==> src/spcs_pkg.sv <==
// How it works
// - pll reference comes only from alternate path
// - pre-divider 1..15, multiplier 1..255 only
// - post-divider 1,2,4,8; output dividers powers of two 2..256
// - output rate is ref*M/(N*O*C)
// - outputs start on one common falling edge
// - active-low pll reset; high enables the pll
// - lock rises on lock, falls on loss
// - three output clocks reach the global network
// - always-on 10 kHz oscillator reaches global network
// - alternate path, two registers deep, feeds clock, control, pll
package spcs_pkg;
    localparam int unsigned CLK_HZ    = 25_000_000; // core clock, 40 ns
    localparam int unsigned OSC_HZ    = 10_000;     // nominal oscillator
    localparam int unsigned OSC_HALF  = CLK_HZ / (2 * OSC_HZ);
    localparam logic [10:0] OSC_LAST  = 11'(OSC_HALF - 1);
    localparam logic [2:0]  LOCK_REFS = 3'h4;       // stable periods
    localparam logic [15:0] PER_MAX   = 16'hffff;   // no-edge timeout
    // register byte offsets
    localparam logic [7:0] A_PRE    = 8'h00;
    localparam logic [7:0] A_MULT   = 8'h04;
    localparam logic [7:0] A_POST   = 8'h08;
    localparam logic [7:0] A_ODIV_A = 8'h0c;
    localparam logic [7:0] A_ODIV_B = 8'h10;
    localparam logic [7:0] A_ODIV_C = 8'h14;
    localparam logic [7:0] A_ROUTE  = 8'h18;
    localparam logic [7:0] A_STAT   = 8'h1c;
    // reset values
    localparam logic [3:0] RV_PRE  = 4'h1;
    localparam logic [7:0] RV_MULT = 8'h28;
    localparam logic [3:0] RV_POST = 4'h1;
    localparam logic [8:0] RV_ODIV = 9'h002;
    // field positions: route and status words
    localparam int unsigned F_DEST  = 0;  // [1:0] alternate path target
    localparam int unsigned F_AREG  = 2;  // input register option set
    localparam int unsigned F_GSEL  = 3;  // [5:3] global clock source
    localparam int unsigned F_LOCK  = 0;  // lock state
    localparam int unsigned F_STATE = 1;  // [2:1] lock machine
    localparam int unsigned F_PER   = 16; // [31:16] reference period
    // codes
    localparam logic [1:0] DEST_REF   = 2'h0;
    localparam logic [1:0] DEST_GNET  = 2'h1;
    localparam logic [1:0] DEST_CNET  = 2'h2;
    localparam logic [2:0] GS_PAD = 3'h0;
    localparam logic [2:0] GS_OSC = 3'h1;
    localparam logic [2:0] GS_A   = 3'h2;
    localparam logic [2:0] GS_B   = 3'h3;
    localparam logic [2:0] GS_C   = 3'h4;
    localparam logic [1:0] RESP_OKAY   = 2'h0;
    localparam logic [1:0] RESP_SLVERR = 2'h2;
    localparam logic [1:0] RESP_DECERR = 2'h3;

    typedef enum logic [1:0] {
        LK_IDLE = 2'b00,
        LK_MEAS = 2'b01,
        LK_RUN  = 2'b10
    } spcs_lock_t;

    typedef struct packed {
        logic        awvalid;
        logic [7:0]  awaddr;
        logic        wvalid;
        logic [31:0] wdata;
        logic [3:0]  wstrb;
        logic        bready;
        logic        arvalid;
        logic [7:0]  araddr;
        logic        rready;
    } spcs_axi_req_t;

    typedef struct packed {
        logic        awready;
        logic        wready;
        logic        bvalid;
        logic [1:0]  bresp;
        logic        arready;
        logic        rvalid;
        logic [31:0] rdata;
        logic [1:0]  rresp;
    } spcs_axi_rsp_t;

    typedef struct packed {
        logic [2:0] gsel;
        logic       areg;
        logic [1:0] dest;
    } spcs_route_t;

    typedef struct packed {
        logic [31:0] acc;
        logic        first;
        logic        out;
    } spcs_chan_t;

    typedef struct packed {
        spcs_axi_rsp_t  rsp;
        logic           aw_have;
        logic [7:0]     aw_addr;
        logic           w_have;
        logic [31:0]    w_data;
        logic [3:0]     w_strb;
        logic [3:0]     pre;
        logic [7:0]     mult;
        logic [3:0]     post;
        logic [2:0][8:0] odiv;
        spcs_route_t    route;
        logic           pad_s;
        logic           ref_feed;
        logic           ref_prev;
        spcs_lock_t     st;
        logic [15:0]    per_cnt;
        logic [15:0]    per_last;
        logic [2:0]     match;
        logic           lock;
        logic [10:0]    osc_cnt;
        logic           osc;
        logic           gnet;
        logic           cnet;
    } spcs_state_t;
endpackage

==> src/spcs_chan.sv <==
`timescale 1ns/1ns
module spcs_chan (
    input  logic        clk,     // core clock
    input  logic        rst_n,   // async reset, active low
    input  logic        ce,      // clock enable
    input  logic        run,     // pll lock_indicator, clock live
    input  logic [7:0]  inc,     // multiplier step per cycle
    input  logic [31:0] thr,     // half-period threshold
    output logic        clk_out  // synthesised clock
);
    import spcs_pkg::*;

    spcs_chan_t  s_q;  // channel state
    spcs_chan_t  s_d;  // next state
    logic [32:0] sum;  // accumulator plus step

    // phase accumulator: toggles once per thr/inc cycles
    always_comb begin
        s_d = s_q;
        sum = {1'b0, s_q.acc} + {25'h0, inc};
        if (ce) begin
            if (!run) begin
                // parked high so the first move is a fall
                s_d.acc   = '0;
                s_d.first = 1'b1;
                s_d.out   = 1'b1;
            end else if (s_q.first) begin
                s_d.first = 1'b0;
                s_d.out   = 1'b0;
            end else if (sum >= {1'b0, thr}) begin
                s_d.acc = 32'(sum - {1'b0, thr});
                s_d.out = ~s_q.out;
            end else begin
                s_d.acc = sum[31:0];
            end
        end
    end

    // state register
    always_ff @(posedge clk or negedge rst_n) begin
        if (!rst_n) begin
            s_q <= '0;
            s_q.first <= 1'b1;
            s_q.out <= 1'b1;
        end else begin
            s_q <= s_d;
        end
    end

    assign clk_out = s_q.out;
endmodule // spcs_chan

==> src/spcs_top.sv <==
// Decided for this implementation: the register addresses and the AXI4-Lite slave port.
`timescale 1ns/1ns
module spcs_top (
    input  logic                    clk,           // core clock 25 MHz
    input  logic                    rst_n,         // async reset, low
    input  logic                    ce,            // clock enable
    input  spcs_pkg::spcs_axi_req_t axi_req,       // axi4-lite request
    output spcs_pkg::spcs_axi_rsp_t axi_rsp,       // axi4-lite answer
    input  logic                    pll_reset_low, // pll reset, low
    input  logic                    gpio_pad_in,   // dedicated pad level
    output logic                    synth_clock_out_a, // pll output a
    output logic                    synth_clock_out_b, // pll output b
    output logic                    synth_clock_out_c, // pll output c
    output logic                    lock_indicator,    // pll lock_indicator
    output logic                    osc_clock_out,     // 10 kHz clock
    output logic                    global_clock_network,  // clock net
    output logic                    global_control_network // control net
);
    import spcs_pkg::*;

    spcs_state_t      s_q;      // all state
    spcs_state_t      s_d;      // next state
    logic [2:0][31:0] thr;      // channel thresholds
    logic [2:0]       ch_out;   // channel clock flops
    logic             wr_go;    // held write executes
    logic             wr_ok;    // write mapped and legal
    logic             wr_map;   // write address mapped
    logic [31:0]      merged;   // strobed write value
    logic [31:0]      cur;      // word before the write
    logic             rise;     // reference rising edge
    logic             close;    // period within one cycle
    logic             path_on;  // alternate path usable
    logic [15:0]      per_dif;  // period difference

    // word offsets the bus answers to
    function automatic logic mapped(input logic [7:0] a);
        case (a)
            A_PRE, A_MULT, A_POST, A_ODIV_A, A_ODIV_B, A_ODIV_C,
            A_ROUTE, A_STAT: mapped = 1'b1;
            default:         mapped = 1'b0;
        endcase
    endfunction

    // power of two within lo..hi
    function automatic logic pow2_in(input logic [31:0] v,
                                     input logic [31:0] lo,
                                     input logic [31:0] hi);
        pow2_in = (v >= lo) && (v <= hi) && ((v & (v - 32'h1)) == '0);
    endfunction

    // bit index of a one-hot divider value
    function automatic logic [3:0] log2_9(input logic [8:0] v);
        log2_9 = '0;
        for (int i = 0; i < 9; i++) begin
            if (v[i]) begin
                log2_9 = 4'(i);
            end
        end
    endfunction

    // register read view, used by reads and strobe merging
    function automatic logic [31:0] rd_val(input logic [7:0] a,
                                           input spcs_state_t s);
        rd_val = '0;
        case (a)
            A_PRE:    rd_val[3:0] = s.pre;
            A_MULT:   rd_val[7:0] = s.mult;
            A_POST:   rd_val[3:0] = s.post;
            A_ODIV_A: rd_val[8:0] = s.odiv[0];
            A_ODIV_B: rd_val[8:0] = s.odiv[1];
            A_ODIV_C: rd_val[8:0] = s.odiv[2];
            A_ROUTE: begin
                rd_val[F_DEST +: 2] = s.route.dest;
                rd_val[F_AREG]      = s.route.areg;
                rd_val[F_GSEL +: 3] = s.route.gsel;
            end
            A_STAT: begin
                rd_val[F_LOCK]      = s.lock;
                rd_val[F_STATE +: 2] = s.st;
                rd_val[F_PER +: 16] = s.per_last;
            end
            default: rd_val = '0;
        endcase
    endfunction

    // illegal settings are refused rather than clipped
    function automatic logic legal(input logic [7:0] a,
                                   input logic [31:0] v);
        case (a)
            A_PRE:   legal = (v >= 32'h1) && (v <= 32'hf);
            A_MULT:  legal = (v >= 32'h1) && (v <= 32'hff);
            A_POST:  legal = pow2_in(v, 32'h1, 32'h8);
            A_ODIV_A, A_ODIV_B, A_ODIV_C:
                     legal = pow2_in(v, 32'h2, 32'h100);
            A_ROUTE: legal = (v[F_DEST +: 2] != 2'h3) &&
                             (v[F_GSEL +: 3] <= GS_C);
            default: legal = 1'b0;
        endcase
    endfunction

    // next-state logic: bus slave, routing, lock machine, oscillator
    always_comb begin
        s_d     = s_q;
        wr_go   = 1'b0;
        wr_ok   = 1'b0;
        wr_map  = 1'b0;
        merged  = '0;
        cur     = rd_val(s_q.aw_addr, s_q);
        path_on = ~s_q.route.areg;
        rise    = s_q.ref_feed & ~s_q.ref_prev;
        per_dif = (s_q.per_cnt >= s_q.per_last) ?
                  s_q.per_cnt - s_q.per_last : s_q.per_last - s_q.per_cnt;
        close   = per_dif <= 16'h0001;
        if (ce) begin
            // address and data are taken in either order
            if (axi_req.awvalid && s_q.rsp.awready) begin
                s_d.aw_have = 1'b1;
                s_d.aw_addr = {axi_req.awaddr[7:2], 2'b00};
            end
            if (axi_req.wvalid && s_q.rsp.wready) begin
                s_d.w_have = 1'b1;
                s_d.w_data = axi_req.wdata;
                s_d.w_strb = axi_req.wstrb;
            end
            if (s_q.rsp.bvalid && axi_req.bready) begin
                s_d.rsp.bvalid = 1'b0;
            end
            wr_go = s_q.aw_have & s_q.w_have & ~s_q.rsp.bvalid;
            if (wr_go) begin
                for (int b = 0; b < 4; b++) begin
                    merged[8*b +: 8] = s_q.w_strb[b] ? s_q.w_data[8*b +: 8]
                                     : cur[8*b +: 8];
                end
                wr_map = mapped(s_q.aw_addr);
                wr_ok  = wr_map && legal(s_q.aw_addr, merged);
                s_d.aw_have    = 1'b0;
                s_d.w_have     = 1'b0;
                s_d.rsp.bvalid = 1'b1;
                s_d.rsp.bresp  = !wr_map ? RESP_DECERR :
                                 wr_ok ? RESP_OKAY : RESP_SLVERR;
                if (wr_ok) begin
                    case (s_q.aw_addr)
                        A_PRE:    s_d.pre     = merged[3:0];
                        A_MULT:   s_d.mult    = merged[7:0];
                        A_POST:   s_d.post    = merged[3:0];
                        A_ODIV_A: s_d.odiv[0] = merged[8:0];
                        A_ODIV_B: s_d.odiv[1] = merged[8:0];
                        A_ODIV_C: s_d.odiv[2] = merged[8:0];
                        default: begin
                            s_d.route.dest = merged[F_DEST +: 2];
                            s_d.route.areg = merged[F_AREG];
                            s_d.route.gsel = merged[F_GSEL +: 3];
                        end
                    endcase
                end
            end
            // reads answer on the edge after the address
            if (s_q.rsp.rvalid && axi_req.rready) begin
                s_d.rsp.rvalid = 1'b0;
            end
            if (axi_req.arvalid && s_q.rsp.arready) begin
                s_d.rsp.rvalid = 1'b1;
                s_d.rsp.rdata  = rd_val({axi_req.araddr[7:2], 2'b00}, s_q);
                s_d.rsp.rresp  = mapped({axi_req.araddr[7:2], 2'b00}) ?
                                 RESP_OKAY : RESP_DECERR;
            end
            s_d.rsp.awready = ~s_d.aw_have & ~s_d.rsp.bvalid;
            s_d.rsp.wready  = ~s_d.w_have & ~s_d.rsp.bvalid;
            s_d.rsp.arready = ~s_d.rsp.rvalid;

            // pad passes through two registers on the alternate path
            s_d.pad_s = gpio_pad_in;
            s_d.ref_feed = path_on & (s_q.route.dest == DEST_REF) &
                           s_q.pad_s;
            // alternate path onto the control net
            s_d.cnet = path_on & (s_q.route.dest == DEST_CNET) &
                       s_q.pad_s;
            s_d.ref_prev = s_q.ref_feed;

            if (!pll_reset_low) begin
                s_d.st      = LK_IDLE;
                s_d.per_cnt = '0;
                s_d.match   = '0;
            end else begin
                unique case (s_q.st)
                    LK_IDLE: begin
                        s_d.st      = LK_MEAS;
                        s_d.per_cnt = '0;
                        s_d.match   = '0;
                    end
                    LK_MEAS, LK_RUN: begin
                        if (rise) begin
                            s_d.per_cnt = 16'h0001;
                            // lock on steady period, drop on drift
                            if (s_q.st == LK_MEAS) begin
                                s_d.per_last = s_q.per_cnt;
                                s_d.match = close ? s_q.match + 3'h1 : '0;
                                if (close && s_q.match + 3'h1 >= LOCK_REFS)
                                begin
                                    s_d.st = LK_RUN;
                                end
                            end else if (!close) begin
                                s_d.st    = LK_MEAS;
                                s_d.match = '0;
                            end
                        end else if (s_q.per_cnt == PER_MAX) begin
                            s_d.st      = LK_MEAS;
                            s_d.match   = '0;
                            s_d.per_cnt = '0;
                        end else begin
                            s_d.per_cnt = s_q.per_cnt + 16'h0001;
                        end
                    end
                    default: s_d.st = LK_IDLE;
                endcase
                // new settings need a fresh lock
                if (wr_ok && s_d.st != LK_IDLE) begin
                    s_d.st    = LK_MEAS;
                    s_d.match = '0;
                end
            end
            s_d.lock = (s_d.st == LK_RUN);

            if (s_q.osc_cnt == OSC_LAST) begin
                s_d.osc_cnt = '0;
                s_d.osc     = ~s_q.osc;
            end else begin
                s_d.osc_cnt = s_q.osc_cnt + 11'h001;
            end

            case (s_q.route.gsel)
                GS_OSC:  s_d.gnet = s_q.osc;
                GS_A:    s_d.gnet = ch_out[0];
                GS_B:    s_d.gnet = ch_out[1];
                GS_C:    s_d.gnet = ch_out[2];
                // alternate path onto the clock net
                default: s_d.gnet = path_on &
                         (s_q.route.dest == DEST_GNET) & s_q.pad_s;
            endcase
        end
    end

    // state register; only constants under reset
    always_ff @(posedge clk or negedge rst_n) begin
        if (!rst_n) begin
            s_q <= '0;
            s_q.pre <= RV_PRE;
            s_q.mult <= RV_MULT;
            s_q.post <= RV_POST;
            s_q.odiv <= {3{RV_ODIV}};
            s_q.st <= LK_IDLE;
            s_q.rsp.awready <= 1'b1;
            s_q.rsp.wready <= 1'b1;
            s_q.rsp.arready <= 1'b1;
        end else begin
            s_q <= s_d;
        end
    end

    for (genvar i = 0; i < 3; i++) begin : g_ch
        assign thr[i] = (32'(s_q.per_last) * 32'(s_q.pre)) <<
                        (log2_9({5'h0, s_q.post}) + log2_9(s_q.odiv[i])
                         - 4'h1);
        spcs_chan u_ch (
            .clk     (clk),
            .rst_n   (rst_n),
            .ce      (ce),
            .run     (s_q.lock),
            .inc     (s_q.mult),
            .thr     (thr[i]),
            .clk_out (ch_out[i])
        );
    end

    assign axi_rsp                = s_q.rsp;
    assign synth_clock_out_a      = ch_out[0];
    assign synth_clock_out_b      = ch_out[1];
    assign synth_clock_out_c      = ch_out[2];
    assign lock_indicator         = s_q.lock;
    assign osc_clock_out          = s_q.osc;
    assign global_clock_network   = s_q.gnet;
    assign global_control_network = s_q.cnet;
endmodule // spcs_top

==> config.mk <==
export PLATFORM = sky130hd
export DESIGN_NAME = spcs_top
export DESIGN_NICKNAME = d
export VERILOG_FILES = /design/src/spcs_pkg.sv /design/src/spcs_chan.sv /design/src/spcs_top.sv
export SDC_FILE = /design/constraint.sdc
export NUM_CORES = 1
export LEC_CHECK = 0
export ABC_AREA = 0
export BUFFER_PORTS_ARGS = -buffer_cell sky130_fd_sc_hd__clkbuf_2
export CORE_MARGIN = 2
export CORE_UTILIZATION = 52
export DETAILED_ROUTE_END_ITERATION = 7
export PLACE_DENSITY_LB_ADDON = 0.2
export SETUP_SLACK_MARGIN = 0.05
export SLEW_MARGIN = 20
export SYNTH_ARGS = -nofsm -noshare
export SYNTH_HDL_FRONTEND = slang
export SYNTH_HIERARCHICAL = 1
export SYNTH_SLANG_ARGS = --single-unit
==> constraint.sdc <==
create_clock -name clk -period 14.4 [get_ports clk]
set_clock_uncertainty 0.2 [all_clocks]
set_input_delay 1.44 -clock clk [delete_from_list [all_inputs] [get_ports clk]]
set_output_delay 1.44 -clock clk [all_outputs]
set_load 0.05 [all_outputs]
After elaboration in Yosys (flattened, before gate mapping). Memories as Yosys holds them, arrays and structs flattened. Index checks and enable logic that the tools add are counted. W data, S select, Z words.

Flip-flop bits (word level): 291. Memory bits (read-only): 64. Input port bits: 62. Output and inout port bits: 48. Word-level logic and storage cells: 297. Memories kept: 2.

Memory list: (no name shown) (words 32, bits a word 1, rd ports 1, clocked after memory_dff 0, wr ports 0, line spcs_top.sv:37) `case (a)`; (no name shown) (words 32, bits a word 1, rd ports 1, clocked after memory_dff 0, wr ports 0, line spcs_top.sv:37).

$add $sub $neg: 18. $mul: 1. Order comparisons: 13. Equal/unequal tests: 38. Shift operators: 3. Mux-type cells: 108. Bitwise gates (word level): 24. Reductions and logical operators: 47.

Operators with widths (count): $mux W32 (6); $mux W34 (3); $add A32 B8 Y33 (3); $ge A33 B32 Y1 (3); $shl A20 B4 Y32 (3); $sub A32 B32 Y32 (3); $mux W4 (23); $mux W35 (2); $le A32 B4 Y1 const B (2); $mux W16 (4); $mux W18 (3); $eq A6 B3 Y1 const B (8); $pmux W3 S8 (2); $mux W37 (1); $and A32 B32 Y32 (1); $ge A32 B1 Y1 const B (1); $ge A32 B2 Y1 const B (1); $le A32 B8 Y1 const B (1); $le A32 B9 Y1 const B (1); $logic_not A32 Y1 (1); $mux W8 (4); $pmux W16 S2 (1); $reduce_and A4 Y1 (8); $sub A16 B16 Y16 (2); 53 further kinds (165).

Logic depth before layout (Yosys ltp). Gate-level depths: netlist (run 1).

Word-level depth: 18. Mapped depth: 33. Depth with buffers taken out: 29.

Modules after synthesis. The synthesis (run 1) kept the hierarchy.

By module, submodules not included: spcs_top (instances 1, cells an instance 1943, area each 16503.3 um2, sequential area each 4541.9 um2); spcs_chan (g_ch[0].u_ch ...) (instances 2, cells an instance 574, area each 4393.0 um2, sequential area each 853.3 um2); spcs_chan (g_ch[2].u_ch) (instances 1, cells an instance 573, area each 4334.2 um2, sequential area each 853.3 um2).

Worst setup path before layout (run 1). Ideal clock, no wire load.

Path type: register -> register. Start point: reg s_q[103] (netlist name). End point: reg g_ch[1].u_ch/s_q[31] in the netlist's numbering. Library setup time: 0.129 ns. Data arrival time: 7.201 ns. Required time: 14.071 ns. Slack: 6.870 ns. Cell stages (with the launch flop): 32. Buffers on the path: 4. Clock period less this slack: 7.530 ns. Path through: dfrtp_1 clkbuf_1 clkbuf_1 nand2_1 fa_1 fa_1 inv_1 ha_1 a21o_1 a21oi_1 o21ai_1 a2111o_1 a21o_1 a2111oi_0 o21ai_0 xor2_1 nand2_1 o21a_1 mux4_2 mux2i_1 inv_1 ha_1 nand4_2 or3_1 o31ai_1 a221oi_1 o21a_4 and2_4 buf_4 buf_4 a32oi_1 o31ai_1.

RTL lines: end: declaration (line spcs_chan.sv:13) `spcs_chan_t s_q;`.

==> results of run 1 <==
## routing by layer
| metal | share of wire, % | vias to the layer above | global-route usage [%] |
|---|---|---|---|
| met4 | 3.1 | 0 | 9.62 |
| met1 | 47 | 12954 | 41.0 |
| met3 | 6.3 | 170 | 4.17 |
| li1 | - | 13057 | - |
| met5 | 0 | - | 0 |
| met2 | 44 | 846 | 44.8 |
## power by group
group,switching (W),internal [W]
clock network,0.000403,0.000554
registers,0.000168,0.000898
logic,0.000573,0.000373
total,0.00114,0.00182
## cells in the mapped netlist, types with 10 or more instances
library cell / n
a211oi_1: 30
nand2_1: 372
buf_2: 30
a32oi_1: 11
o221ai_1: 11
and2_1: 51
o211ai_1: 29
o31a_1: 16
nand3_1: 112
o22ai_1: 16
or3_1: 22
mux2_2: 116
nor4_1: 29
nand2b_1: 26
o21ai_0: 245
xor2_1: 91
o21a_1: 44
a31oi_1: 30
inv_1: 276
nor2_1: 265
o31ai_1: 37
mux2i_1: 140
clkbuf_1: 116
nor3b_1: 13
or2_2: 13
nor3_1: 88
fa_1: 39
a21boi_0: 12
dfstp_2: 16
o21bai_1: 33
ha_1: 191
a22oi_1: 21
xnor2_1: 118
nand4_1: 40
and4_1: 10
mux4_2: 11
buf_4: 50
a22o_1: 39
a21oi_1: 224
and3_1: 36
dfrtp_1: 267
a21o_1: 67
nor2b_1: 39
## final cells by class
cell class                 instances  area (um2)
fill                            5400       24800
multi-input combinational       2897       20500
sequential                       283        7100
inverter                         282        1060
clock buffer                      48        1010
tap                              756         946
timing repair buffer             127         731
clock inverter                    17         236
antenna                            1        2.50
## metrics by stage
stage / instances / power (W) / worst slack (ns) / utilization [%]
after global placement: 4345 / 0.00200 / 5.45 / 53.8
after global routing: 4410 / 0.00312 / 4.78 / 56.0
after floorplan: 3670 / 0.00175 / 6.87 / -
after CTS: 4410 / 0.00297 / 5.36 / 56.0
after detailed placement: 4345 / 0.00200 / 5.37 / 53.8
final: 4411 / 0.00297 / 5.30 / 56.0
## sequential cells by signal, indices dropped and copies added, names as in the netlist
name,cells
global_control_network,1
axi_rsp,33
g_ch.u_ch/s_q,99
global_clock_network,1
g_ch.u_ch/clk_out,3
lock_indicator,1
s_q,144
osc_clock_out,1
## worst min-delay path, delay by kind of cell, from the launching register on
kind               cells  cell delay [ns]
and+or+nand+nor        1             0.04
DFF                    1             0.34
AOI/OAI and AO/OA      1             0.06
## worst paths after layout
kind,from,to,slack [ns],cells past startpoint
max,s_q[103]$_DFFE_PN0P_,g_ch[1].u_ch/s_q[32]$_DFFE_PN0P_,5.30,28
min,axi_rsp[3]$_DFFE_PN0P_,axi_rsp[3]$_DFFE_PN0P_,0.29,2
max reg2reg,s_q[103]$_DFFE_PN0P_,g_ch[1].u_ch/s_q[32]$_DFFE_PN0P_,5.30,28
min reg2reg,axi_rsp[3]$_DFFE_PN0P_,axi_rsp[3]$_DFFE_PN0P_,0.29,2
max in group asynchronous,rst_n,s_q[44]$_DFFE_PN0P_,11.36,3
min in group asynchronous,rst_n,g_ch[0].u_ch/s_q[24]$_DFFE_PN0P_,0.61,1
## kinds of logic (layout without fill, tap and decap cells)
| kind of cell | after synthesis | in the layout |
|---|---|---|
| AO/OA/AOI/OAI | 1012 | 1012 |
| XOR/XNOR | 209 | 209 |
| adder cells (fa/ha/maj) | 232 | 232 |
| buffers and inverters | 490 | 474 |
| flip-flops | 283 | 283 |
| multiplexers | 269 | 269 |
| other | 1 | 8 |
| AND/OR/NAND/NOR | 1168 | 1168 |
==> flow_summary.ini, run 1 <==
[critical_path]
crit_fanout = 28
cp_data_arrival_time_ns = 9.39
worstSetupPathType = flip-flop to flip-flop
cp.buffers_inverters = 3
cpPeakStageDelay_ns = 0.75
cp_slowest_cell = dfrtp_1
endpoint_kind = flip-flop
cpMostUsedCell = nand2_1
cp.required_ns = 14.69
crit_family = compound AO/OA/AOI/OAI gates
startpoint_type = flip-flop

[synth]
synth-seq-area-share_pct = 24.0
synth_top_family_by_area = compound AO/OA/AOI/OAI gates
ys_seq_elements = 283
synth-main-ff-cell = dfrtp_1
synthSimpleGateAreaFrac_pct = 19.0
synth_compound_area_share_pct = 22.9
ys_top_cells_by_area = dfrtp_1, ha_1, mux2i_1, nand2_1, mux2_2
synth_edf_count = 0
yosysWarningCount = 6
post_synth_xor_area_fraction_pct = 6.18
yosys.area.top_type = dfrtp_1
synth-adder-area-share_pct = 10.8
synthCells = 3664
yosysUniqueCellTypes = 117
syn_area_um2 = 29600
syn_avg_cell_area_um2 = 8.08
synth_top_area_share_pct = 22.6
async_reset_ff_share_pct = 100
muxShareOfSynthArea_pct = 10.1

[clock_tree]
clockBufferDepth = 3
clock-sinks = 283
clkTransAtPathRegs_ns = 0.07
numCtsBuffers = 36
clk_latency_ns = 0.60
postCtsHoldBufs = 0
htree_levels = 2
cts_resized = 0
cts_setup_buffers = 0
cts_root_buf = clkbuf_16
tritoncts = done

[sta]
hold_violations = 0
period_needed_ns = 9.10
finalSetupTns_ns = 0
finalSetupViolations = 0
hold-worst-slack_ns = 0.286
period_share_pct = 63.2
rsz0062_at_grt = false
drv_slew = 0
relSlewSlack_pct = 28.4
fmax_ghz = 0.110
tightest_slew_ns = 1.07

[cells_and_area]
final_common_cell = nand2_1
final_cell_mix = nand2_1, inv_1, dfrtp_1
finalInstanceArea_um2 = 31600
drive_above_1_share_pct = 11.2
nets = 3919
areaGrowthSynthToFinish_pct = 6.63

[die]
core_area_um2 = 56400
io_pins = 110
chipWidth_um = 243
std_cell_rows = 87
die_h_um = 243
initial_core_util_pct = 52.5
die_area_um2 = 58900

[grt]
grt_usage_pct = 28.8
grt_pass1_wl_um = 138000
antenna_found_initial = 0
gr-total-overflow = 0
grt_max_degree = 157
grt_pass1_vias = 25335

[routing]
wirelength_um = 86700
vias_per_cell = 6.13
num_vias = 27027
ant_nets = 0
drc = 0
first_pass_iters = 8
dr.first_iter.drc_count = 2356
post_drt_wl_per_cell_um = 19.6

[pwr]
power_leakage_nw = 14.7
peakVddDrop_uv = 133
powerDensity_nw_per_um2 = 94.0

[placement]
dp_hpwl_um = 64800
placed_cell_area_um2 = 30300
io_buffer_count = 98
place_congestion = 0.943

[run_status]
status = finished clean

[hold_path]
worstHoldPathType = flip-flop to flip-flop

[flow_run]
drv_cap = 0
Note: power is estimated with default switching activity, not from simulation.
==> run 2, diff against run 1 <==
--- a/config.mk
+++ b/config.mk
@@ -5,7 +5,7 @@
 export SDC_FILE = /design/constraint.sdc
 export NUM_CORES = 1
 export LEC_CHECK = 0
-export ABC_AREA = 0
+export ABC_AREA = 1
 export BUFFER_PORTS_ARGS = -buffer_cell sky130_fd_sc_hd__clkbuf_2
 export CORE_MARGIN = 2
 export CORE_UTILIZATION = 52
==> constraint.sdc (replaced) <==
create_clock -name clk -period 8.32 [get_ports clk]
set_clock_uncertainty 0.2 [all_clocks]
set_input_delay 0.832 -clock clk [delete_from_list [all_inputs] [get_ports clk]]
set_output_delay 0.832 -clock clk [all_outputs]
set_load 0.05 [all_outputs]
==> flow_summary.ini, run 2 <==
[clock_tree]
numCtsBuffers = 38
postCtsHoldBufs = 0
cts_resized = 0
clkTransAtPathRegs_ns = 0.07
tritoncts = done
cts_root_buf = clkbuf_16
clockBufferDepth = 3
htree_levels = 2
clk_latency_ns = 0.59
cts_setup_buffers = 0
clock-sinks = 283

[pwr]
p_seq_share_pct = 20.0
peakVddDrop_uv = 293
internal_power_w = 0.00415
switching_share_pct = 53.7
p_comb_share_pct = 60.7
clkPwrFrac_pct = 19.3
power_leakage_nw = 20.8
switchingPower_w = 0.00481
powerDensity_nw_per_um2 = 241

[die]
std_cell_rows = 95
io_pins = 110
chipWidth_um = 264
die_h_um = 264
core_area_um2 = 67000
initial_core_util_pct = 52.4
die_area_um2 = 69700

[synth]
syn_area_um2 = 35100
synth-main-ff-cell = dfrtp_1
synth_edf_count = 0
yosys.area.top_type = nand2_1
synth_top_area_share_pct = 22.1
yosysUniqueCellTypes = 66
synthCells = 5870
ys_seq_elements = 283
ys_top_cells_by_area = nand2_1, dfrtp_1, inv_1, ha_1, nand3_1
syn_avg_cell_area_um2 = 5.99
yosysWarningCount = 6
post-synth-top-count-cell = nand2_1
async_reset_ff_share_pct = 100
synth-seq-area-share_pct = 20.2
yosys-top-cells-count = nand2_1, inv_1, nand3_1, nor2_1, o21ai_0

[cells_and_area]
drive_above_1_share_pct = 9.45
multi_input_area_um2 = 23000
final_common_cell = nand2_1
regArea_um2 = 7100
top_register = s_q
fillCellCount = 7019
final_cell_mix = nand2_1, inv_1, nand3_1
diodes = 0
largest_reg_flops = 144
areaGrowthSynthToFinish_pct = 5.57
nets = 6145

[sta]
period_share_pct = 91.9
hold_violations = 0
fmax_ghz = 0.131
finalSetupViolations = 0
rsz0062_at_grt = false
relSlewSlack_pct = 24.0
drv_slew = 0
fin_ws_ns = 0.672
finalSetupTns_ns = 0
period_needed_ns = 7.65
tightest_slew_ns = 1.14
hold-worst-slack_ns = 0.0579

[critical_path]
worstSetupPathType = flip-flop to flip-flop
cp.buffers_inverters = 3
crit_family = simple AND/OR/NAND/NOR gates
startpoint_type = flip-flop
endpoint_kind = flip-flop
cp_slowest_cell = dfrtp_1
crit_fanout = 32
crit_cells = 39
reg2reg_slack_ns = 0.67
cp.required_ns = 8.62
timing.rr.end = g_ch[1].u_ch/s_q[24]$_DFFE_PN0P_
r2r-start = s_q[103]$_DFFE_PN0P_
cpPeakStageDelay_ns = 0.80
r2r_cells = 39
cp_data_arrival_time_ns = 7.94
cpMostUsedCell = nand2_1

[routing]
dr.first_iter.drc_count = 3078
post_drt_wl_per_cell_um = 17.0
num_vias = 35967
drc = 0
first_pass_iters = 6
vias_per_cell = 5.32
ant_nets = 0
wirelength_um = 115000

[flow_run]
drv_cap = 0

[grt]
gr-total-overflow = 0
antenna_found_initial = 3
grtUsageMet2_pct = 51.1
grt_max_degree = 156
grt_pass1_vias = 33072
grt_util_met3_pct = 4.97
gr-max-usage-layer = met2
met1_usage_pct = 46.2
grt_usage_pct = 32.7
grt_pass1_wl_um = 182000

[placement]
place_congestion = 0.986
io_buffer_count = 98
dp_slack_ns = 0.825
dp_hpwl_um = 92000

[hold_path]
worstHoldPathType = primary input to async pin

[run_status]
status = finished clean
## run 2: cell families (layout without fill, tap and decap cells)
kind of cell	count (synthesis)	count (layout)	synth area share (%)
simple gates	3425	3425	43.6
buf+inv	1222	1228	14.5
compound gates	567	567	9.05
flops	283	283	20.2
fa+ha+maj	230	230	9.02
xor+xnor	124	124	3.09
mux	18	18	0.513
other cells	1	7	0.0107
## run 2: power by group through the flow
stage	logic (W)	registers, W	clock network, W
6_report	0.00543	0.00179	0.00173
5_1_grt	0.00600	0.00182	0.00181
4_1_cts	0.00537	0.00179	0.00176
3_5_place_dp	0.00534	0.00181	0
3_3_place_gp	0.00530	0.00181	0
2_1_floorplan	0.00442	0.00173	0
## run 2: area by class of cell
| type | count | area share (%) |
|---|---|---|
| multi-input combinational | 4371 | 62.0 |
| sequential | 283 | 19.1 |
| inverter | 1037 | 10.5 |
| tap | 873 | 2.94 |
| clock buffer | 52 | 2.87 |
| timing repair buffer | 122 | 1.90 |
| clock inverter | 17 | 0.607 |
## run 2: how the worst max path moves through the flow
| stage | start | end |
|---|---|---|
| finish | s_q[103]$_DFFE_PN0P_ | g_ch[1].u_ch/s_q[24]$_DFFE_PN0P_ |
| global route | s_q[103]$_DFFE_PN0P_ | g_ch[1].u_ch/s_q[21]$_DFFE_PN0P_ |
| CTS | s_q[103]$_DFFE_PN0P_ | g_ch[1].u_ch/s_q[24]$_DFFE_PN0P_ |
| detailed placement | s_q[103]$_DFFE_PN0P_ | g_ch[1].u_ch/s_q[24]$_DFFE_PN0P_ |
| global placement | s_q[103]$_DFFE_PN0P_ | g_ch[1].u_ch/s_q[24]$_DFFE_PN0P_ |
| floorplan | s_q[103]$_DFFE_PN0P_ | g_ch[0].u_ch/s_q[3]$_DFFE_PN0P_ |
## run 2: worst register-to-register path: cells and delay by family (launching register included)
kind / cells / cell delay [ns]
AOI/OAI and AO/OA: 5 / 0.96
adders and majority gates: 4 / 1.68
and+or+nand+nor: 26 / 3.23
buffers and inverters: 3 / 0.19
xor gates and xnor gates: 1 / 0.52
DFF: 1 / 0.80
## run 2: per-stage QoR
step / cell area [um2] / instances / total power, W / utilization (%)
final: 37100 / 6755 / 0.00895 / 55.3
after global routing: 37100 / 6755 / 0.00962 / 55.3
after CTS: 37100 / 6754 / 0.00892 / 55.3
after detailed placement: 35800 / 6685 / 0.00716 / 53.4
after global placement: 35800 / 6685 / 0.00711 / 53.4
after floorplan: 35200 / 5876 / 0.00615 / -
## run 2: layer usage
metal  share of wire, %  vias up
met5              0.035        -
met3                7.3      175
met2                 43     1134
li1                   -    18223
met1                 46    16429
met4                3.4        6
